<file path="config.mk">
export PLATFORM = sky130hd
export DESIGN_NAME = insn_exec
export DESIGN_NICKNAME = d
export VERILOG_FILES = /design/src/core/insn_exec_pkg.sv /design/src/core/insn_exec.sv
export SDC_FILE = /design/constraint.sdc
export NUM_CORES = 2
export LEC_CHECK = 0
export ABC_AREA = 1
export BUFFER_PORTS_ARGS = -buffer_cell sky130_fd_sc_hd__buf_2
export CORE_AREA = 2 2 447 493
export DETAILED_ROUTE_END_ITERATION = 8
export DIE_AREA = 0 0 449 495
export PLACE_DENSITY_LB_ADDON = 0.12
export SLEW_MARGIN = 30
export SYNTH_ARGS = -nofsm -noshare
export SYNTH_HDL_FRONTEND = slang
export SYNTH_SLANG_ARGS = --single-unit
</file>
<file path="constraint.sdc">
create_clock -name CLK_SYS_IN -period 12.6 [get_ports CLK_SYS_IN]
set_clock_uncertainty 0.1 [all_clocks]
set_input_delay 3.78 -clock CLK_SYS_IN [delete_from_list [all_inputs] [get_ports CLK_SYS_IN]]
set_output_delay 3.78 -clock CLK_SYS_IN [all_outputs]
set_load 0.02 [all_outputs]
</file>
<file path="src/core/insn_exec_pkg.sv">
// Package with constants and types for the four-instruction execution block.
`default_nettype none
package insn_exec_pkg;

  ////////////////////////////////////////////////////////////////////////////////
  // Register byte offsets on the APB.
  localparam logic [11:0] OFS_ISSUE   = 12'h000;
  localparam logic [11:0] OFS_WORK    = 12'h004;
  localparam logic [11:0] OFS_STATUS  = 12'h008;
  localparam logic [11:0] OFS_WDOG    = 12'h00C;
  localparam logic [11:0] OFS_PRESC   = 12'h010;
  localparam logic [11:0] OFS_CONFIG  = 12'h014;
  localparam logic [11:0] OFS_CYCLES  = 12'h018;
  localparam logic [11:0] OFS_FILE    = 12'h200;
  localparam logic [2:0]  FILE_SEL    = 3'h1;

  ////////////////////////////////////////////////////////////////////////////////
  // Field positions.
  localparam int ISSUE_OP_LSB  = 0;
  localparam int ISSUE_DST_BIT = 2;
  localparam int ISSUE_ADR_LSB = 3;
  localparam int ST_CARRY_BIT  = 0;
  localparam int ST_ZERO_BIT   = 1;
  localparam int ST_TOUT_BIT   = 2;
  localparam int ST_PDWN_BIT   = 3;
  localparam int ST_BUSY_BIT   = 4;
  localparam int ST_SKIP_BIT   = 5;
  localparam int ADDR_W        = 7;

  ////////////////////////////////////////////////////////////////////////////////
  // Values after reset.
  localparam logic [7:0]  RST_WORK   = 8'h00;
  localparam logic [7:0]  RST_COUNT  = 8'h00;
  localparam logic        RST_FLAG1  = 1'b1;
  localparam logic        RST_FLAG0  = 1'b0;
  localparam logic [15:0] RST_CYCLES = 16'h0000;

  ////////////////////////////////////////////////////////////////////////////////
  // Operations and execution states.
  typedef enum logic [1:0] {
    OP_KICK,
    OP_COMPARE,
    OP_DEC_ADJ,
    OP_DEC_SKIP
  } op_t;

  typedef enum logic [1:0] {
    ST_IDLE,
    ST_EXEC,
    ST_SQUASH
  } exec_state_t;

endpackage
`default_nettype wire

</file>
<file path="src/core/insn_exec.sv">
// Execution unit for watchdog kick, compare, decimal adjust and decrement-skip.
`timescale 1ns/1ns
`default_nettype none
module insn_exec #(
  parameter int FILE_DEPTH = 128
) (
  input  wire logic        CLK_SYS_IN,
  input  wire logic        RESETN_IN,
  input  wire logic        PSEL_IN,
  input  wire logic        PENABLE_IN,
  input  wire logic        PWRITE_IN,
  input  wire logic [11:0] PADDR_IN,
  input  wire logic [31:0] PWDATA_IN,
  output logic      [31:0] PRDATA_OUT,
  output logic             PREADY_OUT,
  output logic             PSLVERR_OUT
);

  // The file is addressed by a seven-bit direct operand only.
  if (FILE_DEPTH != 128) begin : g_depth_check
    $error("FILE_DEPTH must be 128 for a seven-bit direct address.");
  end

  ////////////////////////////////////////////////////////////////////////////////
  // State.
  logic [7:0]  file_mem [FILE_DEPTH];
  insn_exec_pkg::exec_state_t state_r, state_nxt;
  insn_exec_pkg::op_t         op_r, op_nxt;
  logic                       dst_r, dst_nxt;
  logic [6:0]                 adr_r, adr_nxt;
  logic [7:0]                 work_r, work_nxt;
  logic                       carry_r, carry_nxt;
  logic                       zero_r, zero_nxt;
  logic                       tout_r, tout_nxt;
  logic                       pdwn_r, pdwn_nxt;
  logic                       skip_r, skip_nxt;
  logic                       assign_r, assign_nxt;
  logic [7:0]                 wdog_r, wdog_nxt;
  logic [7:0]                 presc_r, presc_nxt;
  logic [15:0]                cycles_r, cycles_nxt;
  logic [31:0]                rdata_r, rdata_nxt;
  logic                       ready_r, ready_nxt;
  logic                       slverr_r, slverr_nxt;
  logic                       mem_we;
  logic [6:0]                 mem_adr;
  logic [7:0]                 mem_wdata;
  logic [7:0]                 file_val;
  logic [7:0]                 dec_val;
  logic [7:0]                 daa_val;
  logic                       daa_carry;
  logic                       access;
  logic                       take;
  logic                       in_file;
  logic                       exec;

  ////////////////////////////////////////////////////////////////////////////////
  // Operand fetch and arithmetic shared by the operations.
  assign access   = PSEL_IN && PENABLE_IN && !ready_r;
  assign take     = access && (state_r == insn_exec_pkg::ST_IDLE);
  assign in_file  = (PADDR_IN[11:9] == insn_exec_pkg::FILE_SEL);
  assign exec     = (state_r == insn_exec_pkg::ST_EXEC);
  assign file_val = file_mem[adr_r];
  assign dec_val  = file_val - 8'h01;

  // Decimal correction of the low digit, then of the high digit with carry in.
  always_comb begin
    logic [8:0] tmp;
    tmp       = {1'b0, work_r};
    if (tmp[3:0] > 4'h9) begin
      tmp = tmp + 9'h006;
    end
    if ((tmp[8:4] > 5'h09) || carry_r) begin
      tmp = tmp + 9'h060;
    end
    daa_val   = tmp[7:0];
    daa_carry = tmp[8] || carry_r;
  end

  ////////////////////////////////////////////////////////////////////////////////
  // Next-state logic for execution, flags, watchdog and the bus slave.
  always_comb begin
    state_nxt  = state_r;
    op_nxt     = op_r;
    dst_nxt    = dst_r;
    adr_nxt    = adr_r;
    work_nxt   = work_r;
    carry_nxt  = carry_r;
    zero_nxt   = zero_r;
    tout_nxt   = tout_r;
    pdwn_nxt   = pdwn_r;
    skip_nxt   = skip_r;
    assign_nxt = assign_r;
    cycles_nxt = cycles_r;
    mem_we     = 1'b0;
    mem_adr    = adr_r;
    mem_wdata  = dec_val;
    rdata_nxt  = rdata_r;
    ready_nxt  = 1'b0;
    slverr_nxt = 1'b0;
    // Free-running watchdog; through the prescaler when it is assigned.
    presc_nxt  = presc_r + 8'h01;
    wdog_nxt   = (!assign_r || presc_r == 8'hFF) ? wdog_r + 8'h01 : wdog_r;

    // Execution of the latched operation.
    case (state_r)
      insn_exec_pkg::ST_EXEC: begin
        cycles_nxt = cycles_r + 16'h0001;
        state_nxt  = insn_exec_pkg::ST_IDLE;
        skip_nxt   = 1'b0;
        case (op_r)
          insn_exec_pkg::OP_KICK: begin
            wdog_nxt = insn_exec_pkg::RST_COUNT;
            if (assign_r) begin
              presc_nxt = insn_exec_pkg::RST_COUNT;
            end
            tout_nxt = 1'b1;
            pdwn_nxt = 1'b1;
          end
          insn_exec_pkg::OP_COMPARE: begin
            carry_nxt = (file_val >= work_r);
            zero_nxt  = (file_val == work_r);
          end
          insn_exec_pkg::OP_DEC_ADJ: begin
            work_nxt  = daa_val;
            carry_nxt = daa_carry;
          end
          default: begin
            if (dst_r) begin
              mem_we = 1'b1;
            end else begin
              work_nxt = dec_val;
            end
            if (dec_val == 8'h00) begin
              state_nxt = insn_exec_pkg::ST_SQUASH;
              skip_nxt  = 1'b1;
            end
          end
        endcase
      end
      insn_exec_pkg::ST_SQUASH: begin
        cycles_nxt = cycles_r + 16'h0001;
        state_nxt  = insn_exec_pkg::ST_IDLE;
      end
      default: begin
        state_nxt = insn_exec_pkg::ST_IDLE;
      end
    endcase

    // Bus access: held in wait states while an operation runs.
    if (take) begin
      ready_nxt = 1'b1;
      rdata_nxt = 32'h0000_0000;
      if (in_file) begin
        mem_adr = PADDR_IN[8:2];
        if (PWRITE_IN) begin
          mem_we    = 1'b1;
          mem_wdata = PWDATA_IN[7:0];
        end else begin
          rdata_nxt = {24'h000000, file_mem[PADDR_IN[8:2]]};
        end
      end else if (PADDR_IN == insn_exec_pkg::OFS_ISSUE) begin
        if (PWRITE_IN) begin
          op_nxt    = insn_exec_pkg::op_t'(PWDATA_IN[insn_exec_pkg::ISSUE_OP_LSB +: 2]);
          dst_nxt   = PWDATA_IN[insn_exec_pkg::ISSUE_DST_BIT];
          adr_nxt   = PWDATA_IN[insn_exec_pkg::ISSUE_ADR_LSB +: insn_exec_pkg::ADDR_W];
          state_nxt = insn_exec_pkg::ST_EXEC;
        end else begin
          rdata_nxt = {22'h0, adr_r, dst_r, op_r};
        end
      end else if (PADDR_IN == insn_exec_pkg::OFS_WORK) begin
        if (PWRITE_IN) begin
          work_nxt = PWDATA_IN[7:0];
        end
        rdata_nxt = {24'h000000, work_r};
      end else if (PADDR_IN == insn_exec_pkg::OFS_STATUS) begin
        if (PWRITE_IN) begin
          carry_nxt = PWDATA_IN[insn_exec_pkg::ST_CARRY_BIT];
          zero_nxt  = PWDATA_IN[insn_exec_pkg::ST_ZERO_BIT];
          tout_nxt  = PWDATA_IN[insn_exec_pkg::ST_TOUT_BIT];
          pdwn_nxt  = PWDATA_IN[insn_exec_pkg::ST_PDWN_BIT];
        end
        rdata_nxt = {26'h0, skip_r, 1'b0, pdwn_r, tout_r, zero_r, carry_r};
      end else if (PADDR_IN == insn_exec_pkg::OFS_WDOG) begin
        rdata_nxt = {24'h000000, wdog_r};
        slverr_nxt = PWRITE_IN;
      end else if (PADDR_IN == insn_exec_pkg::OFS_PRESC) begin
        rdata_nxt = {24'h000000, presc_r};
        slverr_nxt = PWRITE_IN;
      end else if (PADDR_IN == insn_exec_pkg::OFS_CONFIG) begin
        if (PWRITE_IN) begin
          assign_nxt = PWDATA_IN[0];
        end
        rdata_nxt = {31'h0, assign_r};
      end else if (PADDR_IN == insn_exec_pkg::OFS_CYCLES) begin
        rdata_nxt = {16'h0000, cycles_r};
        slverr_nxt = PWRITE_IN;
      end else begin
        slverr_nxt = 1'b1;
      end
    end
  end

  // Register all control state.
  always_ff @(posedge CLK_SYS_IN or negedge RESETN_IN) begin
    if (!RESETN_IN) begin
      state_r  <= insn_exec_pkg::ST_IDLE;
      op_r     <= insn_exec_pkg::OP_KICK;
      dst_r    <= 1'b0;
      adr_r    <= 7'h00;
      work_r   <= insn_exec_pkg::RST_WORK;
      carry_r  <= insn_exec_pkg::RST_FLAG0;
      zero_r   <= insn_exec_pkg::RST_FLAG0;
      tout_r   <= insn_exec_pkg::RST_FLAG1;
      pdwn_r   <= insn_exec_pkg::RST_FLAG1;
      skip_r   <= insn_exec_pkg::RST_FLAG0;
      assign_r <= insn_exec_pkg::RST_FLAG0;
      wdog_r   <= insn_exec_pkg::RST_COUNT;
      presc_r  <= insn_exec_pkg::RST_COUNT;
      cycles_r <= insn_exec_pkg::RST_CYCLES;
      rdata_r  <= 32'h0000_0000;
      ready_r  <= 1'b0;
      slverr_r <= 1'b0;
    end else begin
      state_r  <= state_nxt;
      op_r     <= op_nxt;
      dst_r    <= dst_nxt;
      adr_r    <= adr_nxt;
      work_r   <= work_nxt;
      carry_r  <= carry_nxt;
      zero_r   <= zero_nxt;
      tout_r   <= tout_nxt;
      pdwn_r   <= pdwn_nxt;
      skip_r   <= skip_nxt;
      assign_r <= assign_nxt;
      wdog_r   <= wdog_nxt;
      presc_r  <= presc_nxt;
      cycles_r <= cycles_nxt;
      rdata_r  <= rdata_nxt;
      ready_r  <= ready_nxt;
      slverr_r <= slverr_nxt;
    end
  end

  // Data memory has no reset; software initialises it.
  always_ff @(posedge CLK_SYS_IN) begin
    if (mem_we) begin
      file_mem[mem_adr] <= mem_wdata;
    end
  end

  assign PRDATA_OUT  = rdata_r;
  assign PREADY_OUT  = ready_r;
  assign PSLVERR_OUT = slverr_r;
endmodule
`default_nettype wire

</file>
==> flow_metrics.env <==
export IMPL_instances_no_fill=8402
export IMPL_min_delay_start="cycles_r[4]"
export IMPL_cpMostUsedCell="nand2_1"
export IMPL_whs_path_depth=1
export IMPL_crit_chain="buf_2 > nand2_1 > inv_8 > buf_4 > a22oi_1 > nand2_1 > a21oi_1 > a31oi_1 > o21ai_0 > nand4_1 > nand3_1 > nand2_1"
export IMPL_worst_hold_path_endpoint="cycles_r[4]"
export IMPL_track_usage_pct=20.2
export IMPL_ys_ff_latch=1100
export IMPL_worst_pin_slew_ps=1020
export IMPL_synth_top_flop_cell="edfxtp_1"
export IMPL_first_iter_violations=4292
export IMPL_ys_types=53
export IMPL_tns_ps=0
export IMPL_antenna_left=0
export IMPL_crit_fanout=74
export IMPL_rsz0062_at_grt="no"
export IMPL_drv_cap=0
export IMPL_synthToLayoutAreaGrowth_pct=13.7
export IMPL_power_mw=8.26
export IMPL_fp_dieH_um=495
export IMPL_grt_pass1_wl_um=324000
export IMPL_peakVddDrop_v=0.000131
export IMPL_hold_path_class="flip-flop to flip-flop"
export IMPL_cp_end_kind="flip-flop"
export IMPL_synthCells=5492
export IMPL_hold_violations=0
export IMPL_ios=83
export IMPL_clk_path_buf_depth=3
export IMPL_vias=43600
export IMPL_cts_tree="built"
export IMPL_placementRows=180
export IMPL_multi_input_comb_area_mm2=0.0189
export IMPL_drc_errors=0
export IMPL_dieArea_mm2=0.222
export IMPL_critPathLaunchType="primary input"
export IMPL_r2r_slack_ps=5480
export IMPL_root_buffer="clkbuf_16"
export IMPL_regArea_mm2=0.0327
export IMPL_power_density_mw_per_mm2=135
export IMPL_worstSkewPairLatency_ps=800
export IMPL_numCtsBuffers=130
export IMPL_synthesis_area_mm2=0.0540
export IMPL_reg2reg_depth=19
export IMPL_grt_pass1_vias=41800
export IMPL_synthTopCellsByArea="edfxtp_1 (57%), nand2_1 (11%), nand3_1 (9.1%)"
export IMPL_worstPathRequired_ps=13220
export IMPL_cts_sinks=1100
export IMPL_start_util_pct=24.8
export IMPL_h_tree_depth=4
export IMPL_slew_viol_final=0
export IMPL_cp_slowest_cell="buf_4"
export IMPL_via_per_inst=5.19
export IMPL_finalCritPeriodShare_pct=58.7
export IMPL_core_mm2=0.218
export IMPL_slowest_delay_ps=820
export IMPL_nets=5461
export IMPL_p_leak_nw=21.3
export IMPL_routedWlPerCell_um=27.5
export IMPL_first_pass_iters=6
export IMPL_r2r_start="adr_r[0]"
export IMPL_ys_seq_area_share_pct=60.5
export IMPL_slew_headroom_pct=31.5
export IMPL_dpl_worst_slack_ps=4380
export IMPL_arrival_ps=8020
export IMPL_min_period_ps=7390
export IMPL_layout_drive_gt1_share_pct=8.22
export IMPL_clk_pin_slew_worst_paths_ps=60
export IMPL_fin_ws_ps=5210
export IMPL_die_w_um=449
export IMPL_syn_avg_cell_area_um2=9.83
export IMPL_setup_viol=0
export IMPL_ys_async_sr_fraction_pct=6.91
export IMPL_yosys_area_top_type="edfxtp_1"
export IMPL_grt_max_degree=112
export IMPL_path_class="primary input to flip-flop"
export IMPL_place_congestion=0.862
export IMPL_reg2reg_to="file_mem[124][3]"
export IMPL_hpwl_um=140000
export IMPL_port_buffer_count=44
export IMPL_synth_top_area_share_pct=57.0
export IMPL_ctsResizeCount=0
export IMPL_filler_cell_count=22800
export IMPL_wirelength_um=231000
export IMPL_synth_warnings=0
export IMPL_synth_edf_count=1024
export IMPL_ctsHoldBuffers=0
export IMPL_dpl_cell_count=8170
export IMPL_grt_remaining_overflow=0
export IMPL_cts_setup_buffers=0
export IMPL_run_status="complete, no violations"
export IMPL_antenna_found_initial=4
export IMPL_fmaxAchievable_ghz=0.135
-- metrics by stage --
step                      hold WS [ps]  util [%]  area [um^2]
after CTS                          372      28.2        61300
after detailed placement           360      26.2        57100
after floorplan                    342         -        54000
final                              366      28.2        61400
after global routing               401      28.2        61400
after global placement             358      26.1        56900
-- worst max-delay path, delay by kind of cell --
family | cells | cell delay [ps]
compound gates | 4 | 1120
buf+inv | 3 | 1860
simple gates | 5 | 1200
-- worst max-delay path by stage --
stage                                   to   startpoint  slack (ps)  cells after the start
after detailed placement     PRDATA_OUT[0]  PADDR_IN[3]        4380                     12
after floorplan             file_mem[0][2]      PSEL_IN        1600                      7
after CTS                    PRDATA_OUT[0]  PADDR_IN[3]        5240                     12
after global routing      file_mem[124][3]     adr_r[0]        5060                     19
after global placement       PRDATA_OUT[7]  PADDR_IN[3]        4300                     12
final                        PRDATA_OUT[0]  PADDR_IN[3]        5210                     12
-- power breakdown --
part / total, mW / switching (mW) / internal, mW
sequential: 3.98 / 0.0128 / 3.96
combinational: 0.411 / 0.314 / 0.0976
clock: 3.87 / 1.61 / 2.26
-- cell families (layout without fill, tap and decap cells) --
family                     after synthesis  count (layout)  synth area share [%]
other                                    1              17               0.00695
adders and majority gates               21              21                 0.487
DFF                                   1100            1100                  60.5
xor gates and xnor gates                18              18                 0.292
AOI/OAI and AO/OA                      820             820                  10.1
buffers and inverters                  574             556                  5.16
and+or+nand+nor                       2958            2958                  23.4
-- synthesized netlist by cell type (all sizes together), types with 4 or more instances --
master,count
a21oi,159
a221oi,19
a22o,11
a22oi,324
a31oi,10
a41oi,4
buf,257
clkbuf,151
dfrtp,74
edfxtp,1024
ha,21
inv,164
nand2,1582
nand3,986
nand4,87
nor2,256
nor3,38
o2111ai,17
o211a,18
o211ai,30
o21ai,156
o221ai,13
o22ai,27
o311ai,5
o31ai,14
xor2,18
-- layout by cell type (no fill, tap or decap), drive strengths merged, types with 5 or more instances in the layout --
master	synthesis	routed
o22ai	27	27
o311ai	5	5
xor2	18	18
o211a	18	18
inv	164	169
buf	257	160
a221oi	19	19
ha	21	21
a22oi	324	324
edfxtp	1024	1024
o21ai	156	156
o221ai	13	13
dfrtp	74	74
o211ai	30	30
a21oi	159	159
o31ai	14	14
nand4	87	87
nand2	1582	1582
clkinv	2	49
a22o	11	11
clkbuf	151	162
a31oi	10	10
nand3	986	986
conb	1	16
nor3	38	38
o2111ai	17	17
bufinv	0	14
nor2	256	256
-- routing by layer --
layer	share of wire (%)	track usage [%]
met3	5.8	2.97
met2	47	33.3
met4	3.6	7.29
met1	43	26.9
met5	0.013	0
-- cell type report --
cell class / instances / area share, %
clock buffers: 162 / 5.72
well taps: 2912 / 5.94
diodes: 1 / 0.00408
flip-flops and latches: 1100 / 53.2
multi-input cells: 3833 / 30.8
repair buffers: 160 / 2.07
inverters: 166 / 1.07
clock inverters: 68 / 1.22
-- sequential cells by signal, summed over array words and instances (netlist names) --
signal	count
PRDATA_OUT	16
PREADY_OUT	1
PSLVERR_OUT	1
adr_r	7
assign_r	1
carry_r	1
cycles_r	16
dst_r	1
file_mem	1024
op_r	2
pdwn_r	1
presc_r	8
skip_r	1
state_r	2
tout_r	1
wdog_r	8
work_r	8
zero_r	1
Note: power is estimated with default switching activity, not from simulation.
